===== src/pkg/asfl_pkg.sv =====
/*
  Constants for the ALU status-flag logic: flag positions, operation codes,
  reset value of the flag register, datapath width.
  Assumes the decoder drives an operation code from asfl_op_e each cycle.
*/
`default_nettype none
package asfl_pkg;
  localparam int ASFL_DATA_W = 8;
  localparam int ASFL_NIBBLE_W = 4;
  // ===========================================
  // flag positions in the 3-bit flag register
  localparam int ASFL_CARRY_BIT = 0;
  localparam int ASFL_NIBBLE_BIT = 1;
  localparam int ASFL_ZERO_BIT = 2;
  localparam int ASFL_FLAGS_W = 3;
  localparam logic [2:0] ASFL_FLAGS_RST = 3'h0;
  // ===========================================
  // operations, one-hot
  typedef enum logic [7:0] {
    ASFL_OP_NONE = 8'h01,
    ASFL_OP_ADD_W_TO_FILE = 8'h02,
    ASFL_OP_ADD_LITERAL_TO_W = 8'h04,
    ASFL_OP_SUB_W_FROM_LITERAL = 8'h08,
    ASFL_OP_SUB_W_FROM_FILE = 8'h10,
    ASFL_OP_ROTATE_RIGHT = 8'h20,
    ASFL_OP_ROTATE_LEFT = 8'h40,
    ASFL_OP_LOGIC = 8'h80
  } asfl_op_e;
endpackage
`default_nettype wire


===== src/verilog/asfl_adder.sv =====
/*
  Plain adder with carry-in that also reports the carry out of the low nibble.
  Assumes operands are already inverted by the caller for subtraction.
*/
`default_nettype none
module asfl_adder
  import asfl_pkg::*;
#(
  parameter int DATA_W = ASFL_DATA_W,
  parameter int NIB_W = ASFL_NIBBLE_W
) (
  input wire logic [DATA_W-1:0] opA,
  input wire logic [DATA_W-1:0] opB,
  input wire logic carryIn,
  output logic [DATA_W-1:0] sum,
  output logic nibbleCarry,
  output logic msbCarry
);
  logic [NIB_W:0] lowSum;
  logic [DATA_W:0] fullSum;

  if (NIB_W < 1 || NIB_W >= DATA_W) begin : gBadNibble
    $error("nibble width must lie inside the data width");
  end

  always_comb begin
    lowSum = {1'b0, opA[NIB_W-1:0]} + {1'b0, opB[NIB_W-1:0]} + {{NIB_W{1'b0}}, carryIn};
    fullSum = {1'b0, opA} + {1'b0, opB} + {{DATA_W{1'b0}}, carryIn};
    sum = fullSum[DATA_W-1:0];
    nibbleCarry = lowSum[NIB_W];
    msbCarry = fullSum[DATA_W];
  end
endmodule
`default_nettype wire


===== src/verilog/asfl_flags.sv =====
/*
  Status-flag logic of the 8-bit ALU: result and carry, nibble carry and zero
  flags. Assumes the decoder presents operands and a one-hot operation code in
  the same cycle; result and flags appear one edge later.
*/
`default_nettype none
module asfl_flags
  import asfl_pkg::*;
#(
  parameter int DATA_W = ASFL_DATA_W
) (
  input wire logic ref_clk,
  input wire logic srst,
  input wire asfl_op_e opCode,
  input wire logic [DATA_W-1:0] wOperand,
  input wire logic [DATA_W-1:0] otherOperand,
  input wire logic [DATA_W-1:0] logicResult,
  output logic [DATA_W-1:0] result_reg,
  output logic [ASFL_FLAGS_W-1:0] flags_reg
);
  // ===========================================
  // parameter checks
  // rotates and checks below are written for the documented 8-bit width only
  if (DATA_W != ASFL_DATA_W) begin : gBadWidth
    $error("flag logic serves an 8-bit datapath only");
  end

  // ===========================================
  // operand steering
  logic isAdd;
  logic isSub;
  logic [DATA_W-1:0] addA;
  logic [DATA_W-1:0] addB;
  logic addCin;
  logic [DATA_W-1:0] sum;
  logic nibCarry;
  logic topCarry;

  // minuend is the file or literal operand, subtrahend is W
  always_comb begin
    isAdd = (opCode == ASFL_OP_ADD_W_TO_FILE) || (opCode == ASFL_OP_ADD_LITERAL_TO_W);
    isSub = (opCode == ASFL_OP_SUB_W_FROM_LITERAL) || (opCode == ASFL_OP_SUB_W_FROM_FILE);
    addA = otherOperand;
    addB = isSub ? ~wOperand : wOperand;
    addCin = isSub;
  end

  // one shared carry chain: borrow comes out inverted for free
  asfl_adder #(.DATA_W(DATA_W), .NIB_W(ASFL_NIBBLE_W)) uAdder (
    .opA(addA),
    .opB(addB),
    .carryIn(addCin),
    .sum(sum),
    .nibbleCarry(nibCarry),
    .msbCarry(topCarry)
  );

  // ===========================================
  // result and flags
  logic [DATA_W-1:0] result_next;
  logic [ASFL_FLAGS_W-1:0] flags_next;
  logic zeroUpdate;

  always_comb begin
    result_next = result_reg;
    flags_next = flags_reg;
    zeroUpdate = 1'b0;
    case (opCode)
      ASFL_OP_ADD_W_TO_FILE, ASFL_OP_ADD_LITERAL_TO_W,
      ASFL_OP_SUB_W_FROM_LITERAL, ASFL_OP_SUB_W_FROM_FILE: begin
        result_next = sum;
        flags_next[ASFL_NIBBLE_BIT] = nibCarry;
        flags_next[ASFL_CARRY_BIT] = topCarry;
        zeroUpdate = 1'b1;
      end
      ASFL_OP_ROTATE_RIGHT: begin
        result_next = {flags_reg[ASFL_CARRY_BIT], otherOperand[DATA_W-1:1]};
        flags_next[ASFL_CARRY_BIT] = otherOperand[0];
      end
      ASFL_OP_ROTATE_LEFT: begin
        result_next = {otherOperand[DATA_W-2:0], flags_reg[ASFL_CARRY_BIT]};
        flags_next[ASFL_CARRY_BIT] = otherOperand[DATA_W-1];
      end
      ASFL_OP_LOGIC: begin
        result_next = logicResult;
        zeroUpdate = 1'b1;
      end
      default: begin
        result_next = result_reg;
      end
    endcase
    // zero flag untouched by rotates, which leave it to the decoder's convention
    if (zeroUpdate) begin
      flags_next[ASFL_ZERO_BIT] = (result_next == '0);
    end
  end

  always_ff @(posedge ref_clk) begin
    if (srst) begin
      result_reg <= '0;
    end else begin
      result_reg <= result_next;
    end
  end

  always_ff @(posedge ref_clk) begin
    if (srst) begin
      flags_reg <= ASFL_FLAGS_RST;
    end else begin
      flags_reg <= flags_next;
    end
  end

  // ===========================================
  // checks
  logic isArith;
  assign isArith = isAdd || isSub;
endmodule
`default_nettype wire


===== config.mk =====
export PLATFORM = sky130hd
export DESIGN_NAME = asfl_flags
export DESIGN_NICKNAME = d
export VERILOG_FILES = /design/src/pkg/asfl_pkg.sv /design/src/verilog/asfl_adder.sv /design/src/verilog/asfl_flags.sv
export SDC_FILE = /design/constraint.sdc
export NUM_CORES = 1
export LEC_CHECK = 0
export BUFFER_PORTS_ARGS = -buffer_cell sky130_fd_sc_hd__buf_2
export CAP_MARGIN = 10
export CORE_MARGIN = 10
export CORE_UTILIZATION = 45
export DETAILED_ROUTE_END_ITERATION = 7
export PLACE_DENSITY = 0.77
export SLEW_MARGIN = 40
export SYNTH_ARGS = -nofsm -noshare
export SYNTH_HDL_FRONTEND = slang
export SYNTH_HIERARCHICAL = 1
export SYNTH_SLANG_ARGS = --single-unit
export TNS_END_PERCENT = 100

===== constraint.sdc =====
create_clock -name ref_clk -period 3.3 [get_ports ref_clk]
set_input_delay 0.165 -clock ref_clk [delete_from_list [all_inputs] [get_ports ref_clk]]
set_output_delay 0.165 -clock ref_clk [all_outputs]
set_load 0.1 [all_outputs]

==> results of run 1 <==
layer usage:
layer | global-route usage, % | routed length (um) | vias to the layer above
li1 | - | - | 639
met1 | 15.4 | 1530 | 608
met2 | 25.3 | 1880 | 47
met3 | 2.99 | 309 | 5
met4 | 5.38 | 57 | 0
met5 | 0 | 0 | -
critical path: stages:
cell	delay, ps
buf_2	120
nor4_4	280
nand3_1	160
xnor2_1	180
fa_2	390
fa_1	470
a21o_1	200
a41oi_2	250
xnor2_1	110
a221oi_2	300
nand4_1	120
or3_1	330
a21oi_1	140
worst max-delay path by stage:
stage / end / slack [ps] / cells past startpoint / startpoint
floorplan: flags_reg[2] / 10 / 14 / opCode[5]
global placement: flags_reg[2] / 140 / 13 / opCode[5]
detailed placement: flags_reg[2] / 10 / 13 / opCode[5]
CTS: flags_reg[2] / 280 / 13 / opCode[5]
global route: flags_reg[2] / 70 / 13 / opCode[5]
finish: flags_reg[2] / 290 / 13 / opCode[5]
metrics by stage:
| step | std cells | hold slack [ps] |
|---|---|---|
| floorplan | 142 | 234 |
| global placement | 213 | 444 |
| detailed placement | 213 | 450 |
| CTS | 217 | 188 |
| global route | 217 | 201 |
| finish | 217 | 194 |
Yosys cell counts, types with 2 or more instances:
master / number / area share, %
a211o_1: 2 / 1.4
a21o_1: 2 / 1.2
a21oi_1: 4 / 1.6
a221oi_1: 2 / 1.4
a221oi_2: 7 / 8.5
a22oi_1: 9 / 5.5
buf_1: 2 / 0.61
clkbuf_1: 6 / 1.8
dfxtp_1: 11 / 18
fa_1: 2 / 3.3
ha_1: 7 / 7.1
inv_1: 5 / 1.5
mux2i_1: 2 / 1.6
nand2_1: 5 / 1.5
nand3_1: 4 / 1.6
nand4_1: 2 / 1.0
nor2_1: 16 / 4.9
nor2b_1: 3 / 1.5
nor4_1: 2 / 1.0
nor4_2: 2 / 2.0
nor4b_1: 2 / 1.4
o21ai_0: 2 / 0.81
o2bb2ai_1: 8 / 5.7
or3_1: 3 / 1.5
xnor2_1: 10 / 7.1
xor2_1: 5 / 3.6
logic make-up (layout without fill, tap and decap cells):
logic type      Yosys count  count (layout)  share of synthesized area [%]
simple gates             47              47                           22.7
compound gates           44              44                           31.9
xor+xnor                 15              15                           10.7
buf+inv                  14              59                           4.88
flops                    11              11                           17.9
fa+ha+maj                 9               9                           10.4
mux                       2               2                           1.63
layout make-up:
type                       count  area, sq um  share of cell area, %
multi-input combinational    117          978                   63.3
timing repair buffer          50          265                   17.2
sequential                    11          220                   14.2
tap                           30         37.5                   2.43
clock buffer                   4         26.3                   1.70
inverter                       5         18.8                   1.21
report_power, final:
| group | leakage, nW | internal [W] | total, W | switching, W |
|---|---|---|---|---|
| registers | 0.0887 | 0.000135 | 0.000136 | 0.00000128 |
| logic | 0.578 | 0.0000714 | 0.000176 | 0.000104 |
| clock network | 0.0150 | 0.0000469 | 0.0000916 | 0.0000447 |
| total | 0.682 | 0.000253 | 0.000403 | 0.000150 |
==> run summary, run 1 <==
VDD IR max -> 0.000219 V
# setup viols final -> 0
Ys flop type -> dfxtp_1
Initial core utilization -> 48.4%
Setup Buffers After CTS -> 0
Max FFs per register -> 8
Routed vias -> 1299
Hold_buf cts -> 0
Mean Syn Cell Area -> 8.67 sq um
Sequential area share after synthesis -> 17.9%
First-pass GRT wire length -> 6.11 mm
CP Data Required Time -> 3500 ps
RR Endpoint -> flags_reg[2]
WL per Instance -> 17.4 um
H-Tree Depth -> 1
Final period util -> 91.2%
Clock skew -> 4.31 ps
Final hold vios -> 0
Top Ports -> 45
Cts repair resizes -> 0
Worst setup EP type -> flop
Final net count -> 231
Cell Area, Placed -> 0.00151 sq mm
Root buffer cell -> clkbuf_4
Synth Instances -> 142
P_leak -> 0.682 nW
Detailed placement HPWL -> 3.19 mm
Flops & latches, synth -> 11
EDFF count, synth -> 0
GPL Wtd Cong -> 0.829
Final worst slack -> 291 ps
Overall power -> 0.000403 W
Final min period -> 3010 ps
Asr flop ratio synth -> 0%
Fillers -> 238
Chip width -> 72.3 um
WL final -> 3.78 mm
Layout cell share with drive strength beyond 1 -> 36.9%
Setup_tns -> 0 ps
Total Routing Usage GR -> 14.0%
Number of global-route vias before repair -> 1329
Clock Latency Late Sink -> 270 ps
Min-delay worst type -> input port to flop
Flop2flop setup slack -> 1710 ps
Synthesis-to-finish area growth -> 25.6%
YS warnings -> 6
RSZ-0062 raised after global routing -> false
Total gr overflow -> 0
CTS tree -> built
Mapped Area -> 0.00123 sq mm
DRT iter0 DRCs -> 73
Relative slew slack -> 47.4%
Antenna-violating nets left -> 0
Post-layout util -> 60.8%
Pwr per Cell Area -> 261 mW/mm^2
WHS Endpoint -> result_reg[2]
Full die area -> 0.00523 sq mm
Crit path kind -> input port to flop
Core ar. -> 0.00254 sq mm
Post-place setup slack -> 10.7 ps
FF-to-FF path depth -> 6
Number of remaining DRC errors -> 0
Synth unique cells -> 43
CTS sink cnt -> 11
ANT cells -> 0
CP startpoint kind -> input port
Clock slew at reported path FFs -> 70 ps
Crit-path max FO -> 2
Most common cell after layout, fill and taps aside -> buf_2
Worst slew pin tran -> 787 ps
Worst EP arrival -> 3210 ps
Outcome -> finished clean
I/O Buffers -> 44
DR pass1 iterations -> 4
Row count -> 18
Highest Clock Rate -> 332 MHz
Drt via density -> 5.99
Syn Nets -> 185
Most frequent cells in the layout -> buf_2, nor2_1, dfxtp_1, xnor2_1, a22oi_1
Fin area -> 0.00155 sq mm
Worst Hold Depth -> 2
Max clock buf depth -> 2
TritonCTS Buffers -> 3
Hold path startpoint -> srst
Final slew viol count -> 0
Initial antenna violation count -> 0
Reg-to-reg critical path startpoint -> flags_reg[0]
Total of max-cap violations -> 0
Die Height -> 72.3 um
Pin count of the biggest net entering global routing -> 12
Note: power is estimated with default switching activity, not from simulation.
==> inputs of run 2 (changes only) <==
- CORE_ASPECT_RATIO: not set -> 1.25
==> run 2 against run 1 <==
Maximum frequency up 2.1%. Clock skew up 2.3 ps. Routed wire length about the same. Global-route usage up 0.71 points. Non-clock buffer count unchanged. Largest cell class unchanged. Die area up 0.25%. Count of clock-buffer cells in the layout unchanged. Via count up 0.46%. Flip-flop and latch count unchanged.
==> run summary, run 2 (synthesis gave the netlist of run 1 again) <==
VDD IR max -> 0.000162 V
Fillers -> 263
Row count -> 21
TritonCTS Buffers -> 3
Initial antenna violation count -> 0
Final min period -> 2950 ps
Total gr overflow -> 0
Hold_buf cts -> 0
P_leak -> 0.682 nW
Number of remaining DRC errors -> 0
# setup viols final -> 0
Crit path kind -> input port to flop
Worst path max stage delay -> 460 ps
Max clock buf depth -> 2
WL final -> 3.78 mm
DR pass1 iterations -> 4
Number of global-route vias before repair -> 1377
Full die area -> 0.00524 sq mm
Sw frac -> 37.5%
CP most frequent cell -> a21o_1
Gate power share -> 43.3%
Final hold vios -> 0
Worst setup EP type -> flop
CTS tree -> built
Clock slew at reported path FFs -> 70 ps
Multi-input gate area -> 978 sq um
DP Cell Count -> 217
Final slew viol count -> 0
Finished Layout Cells -> 221
CP startpoint kind -> input port
Pin count of the biggest net entering global routing -> 12
Min-delay worst type -> input port to flop
Max FFs per register -> 8
Cells along the critical path -> buf_2 -> nor4_4 -> nand3_1 -> xnor2_1 -> fa_2 -> fa_1 -> a21o_1 -> a21o_1 -> xor2_1 -> a221oi_2 -> nand4_1 -> or3_1 -> a21oi_1
Switching Power -> 0.000152 W
Critical-path top delay cell -> fa_1
Final net count -> 231
Relative slew slack -> 47.3%
Flop2flop setup slack -> 1660 ps
Setup_tns -> 0 ps
RSZ-0062 raised after global routing -> false
Internal power -> 0.000252 W
Post-place setup slack -> 69.6 ps
H-Tree Depth -> 1
Worst slew pin tran -> 789 ps
Root buffer cell -> clkbuf_4
Final worst slack -> 352 ps
I/O Buffers -> 44
Sequential Power Share -> 33.6%
Cell Area, Placed -> 0.00152 sq mm
Layout cell share with drive strength beyond 1 -> 36.9%
Setup Buffers After CTS -> 0
CP Data Required Time -> 3510 ps
Initial core utilization -> 46.4%
FF+latch area -> 220 sq um
First-pass GRT wire length -> 6.22 mm
ANT cells -> 0
Top Ports -> 45
Synthesis-to-finish area growth -> 26.0%
Chip width -> 66.8 um
Total Routing Usage GR -> 14.7%
Clock skew -> 6.61 ps
Routed vias -> 1305
Total of max-cap violations -> 0
Highest Clock Rate -> 339 MHz
CTS sink cnt -> 11
WL per Instance -> 17.1 um
GPL Wtd Cong -> 0.919
Fin area -> 0.00155 sq mm
Worst EP arrival -> 3160 ps
Drt via density -> 5.90
Detailed placement HPWL -> 3.15 mm
Pwr per Cell Area -> 260 mW/mm^2
Clk network pwr share -> 23.0%
Hold_ws -> 190 ps
Final period util -> 89.3%
Antenna-violating nets left -> 0
Crit-path max FO -> 2
Most common cell after layout, fill and taps aside -> buf_2
Most frequent cells in the layout -> buf_2, nor2_1, dfxtp_1, xnor2_1, a22oi_1
Die Height -> 78.5 um
Core ar. -> 0.00265 sq mm
Outcome -> finished clean
DRT iter0 DRCs -> 58
Clock Latency Late Sink -> 280 ps
Cts repair resizes -> 0
## run 2: cell counts in the layout (fill, tap and decap cells not counted)
No cell type changed its count.
## run 2: power groups by stage
stage	Combinational [W]	Clock [W]	Sequential [W]
6_report	0.000175	0.0000931	0.000136
4_1_cts	0.000173	0.0000957	0.000136
3_5_place_dp	0.000172	0	0.000139
5_1_grt	0.000190	0.000101	0.000136
2_1_floorplan	0.000102	0	0.000153
3_3_place_gp	0.000166	0	0.000139
## run 2: worst paths after layout
check	startpoint	to	cells past startpoint
max	opCode[5]	flags_reg[2]	13
min	srst	flags_reg[0]	2
max reg2reg	flags_reg[0]	flags_reg[2]	6
min reg2reg	flags_reg[2]	flags_reg[2]	2
## run 2: stage by stage
| step | util [%] | total power (W) |
|---|---|---|
| after floorplan | - | 0.000255 |
| after global placement | 57.1 | 0.000305 |
| after detailed placement | 57.1 | 0.000311 |
| after CTS | 58.1 | 0.000404 |
| after global routing | 58.5 | 0.000428 |
| final | 58.5 | 0.000404 |
## run 2: layer usage
metal	vias to the layer above	track usage, %	routed length [um]
li1	634	-	-
met1	627	14.0	1380
met2	37	27.5	2070
met3	7	5.40	279
met4	0	4.83	48
met5	-	0	0
## run 2: worst max-delay path: cells and delay by family
family / cells / cell delay, ps
AOI/OAI and AO/OA: 4 / 820
and+or+nand+nor: 4 / 850
buffers and inverters: 1 / 120
xor gates and xnor gates: 2 / 340
adders and majority gates: 2 / 850
## run 2: cell type report
class | instances | share of cell area, %
clock buffers | 4 | 1.69
inverters | 5 | 1.21
multi-input cells | 117 | 63.1
flip-flops and latches | 11 | 14.2
well taps | 34 | 2.74
repair buffers | 50 | 17.1
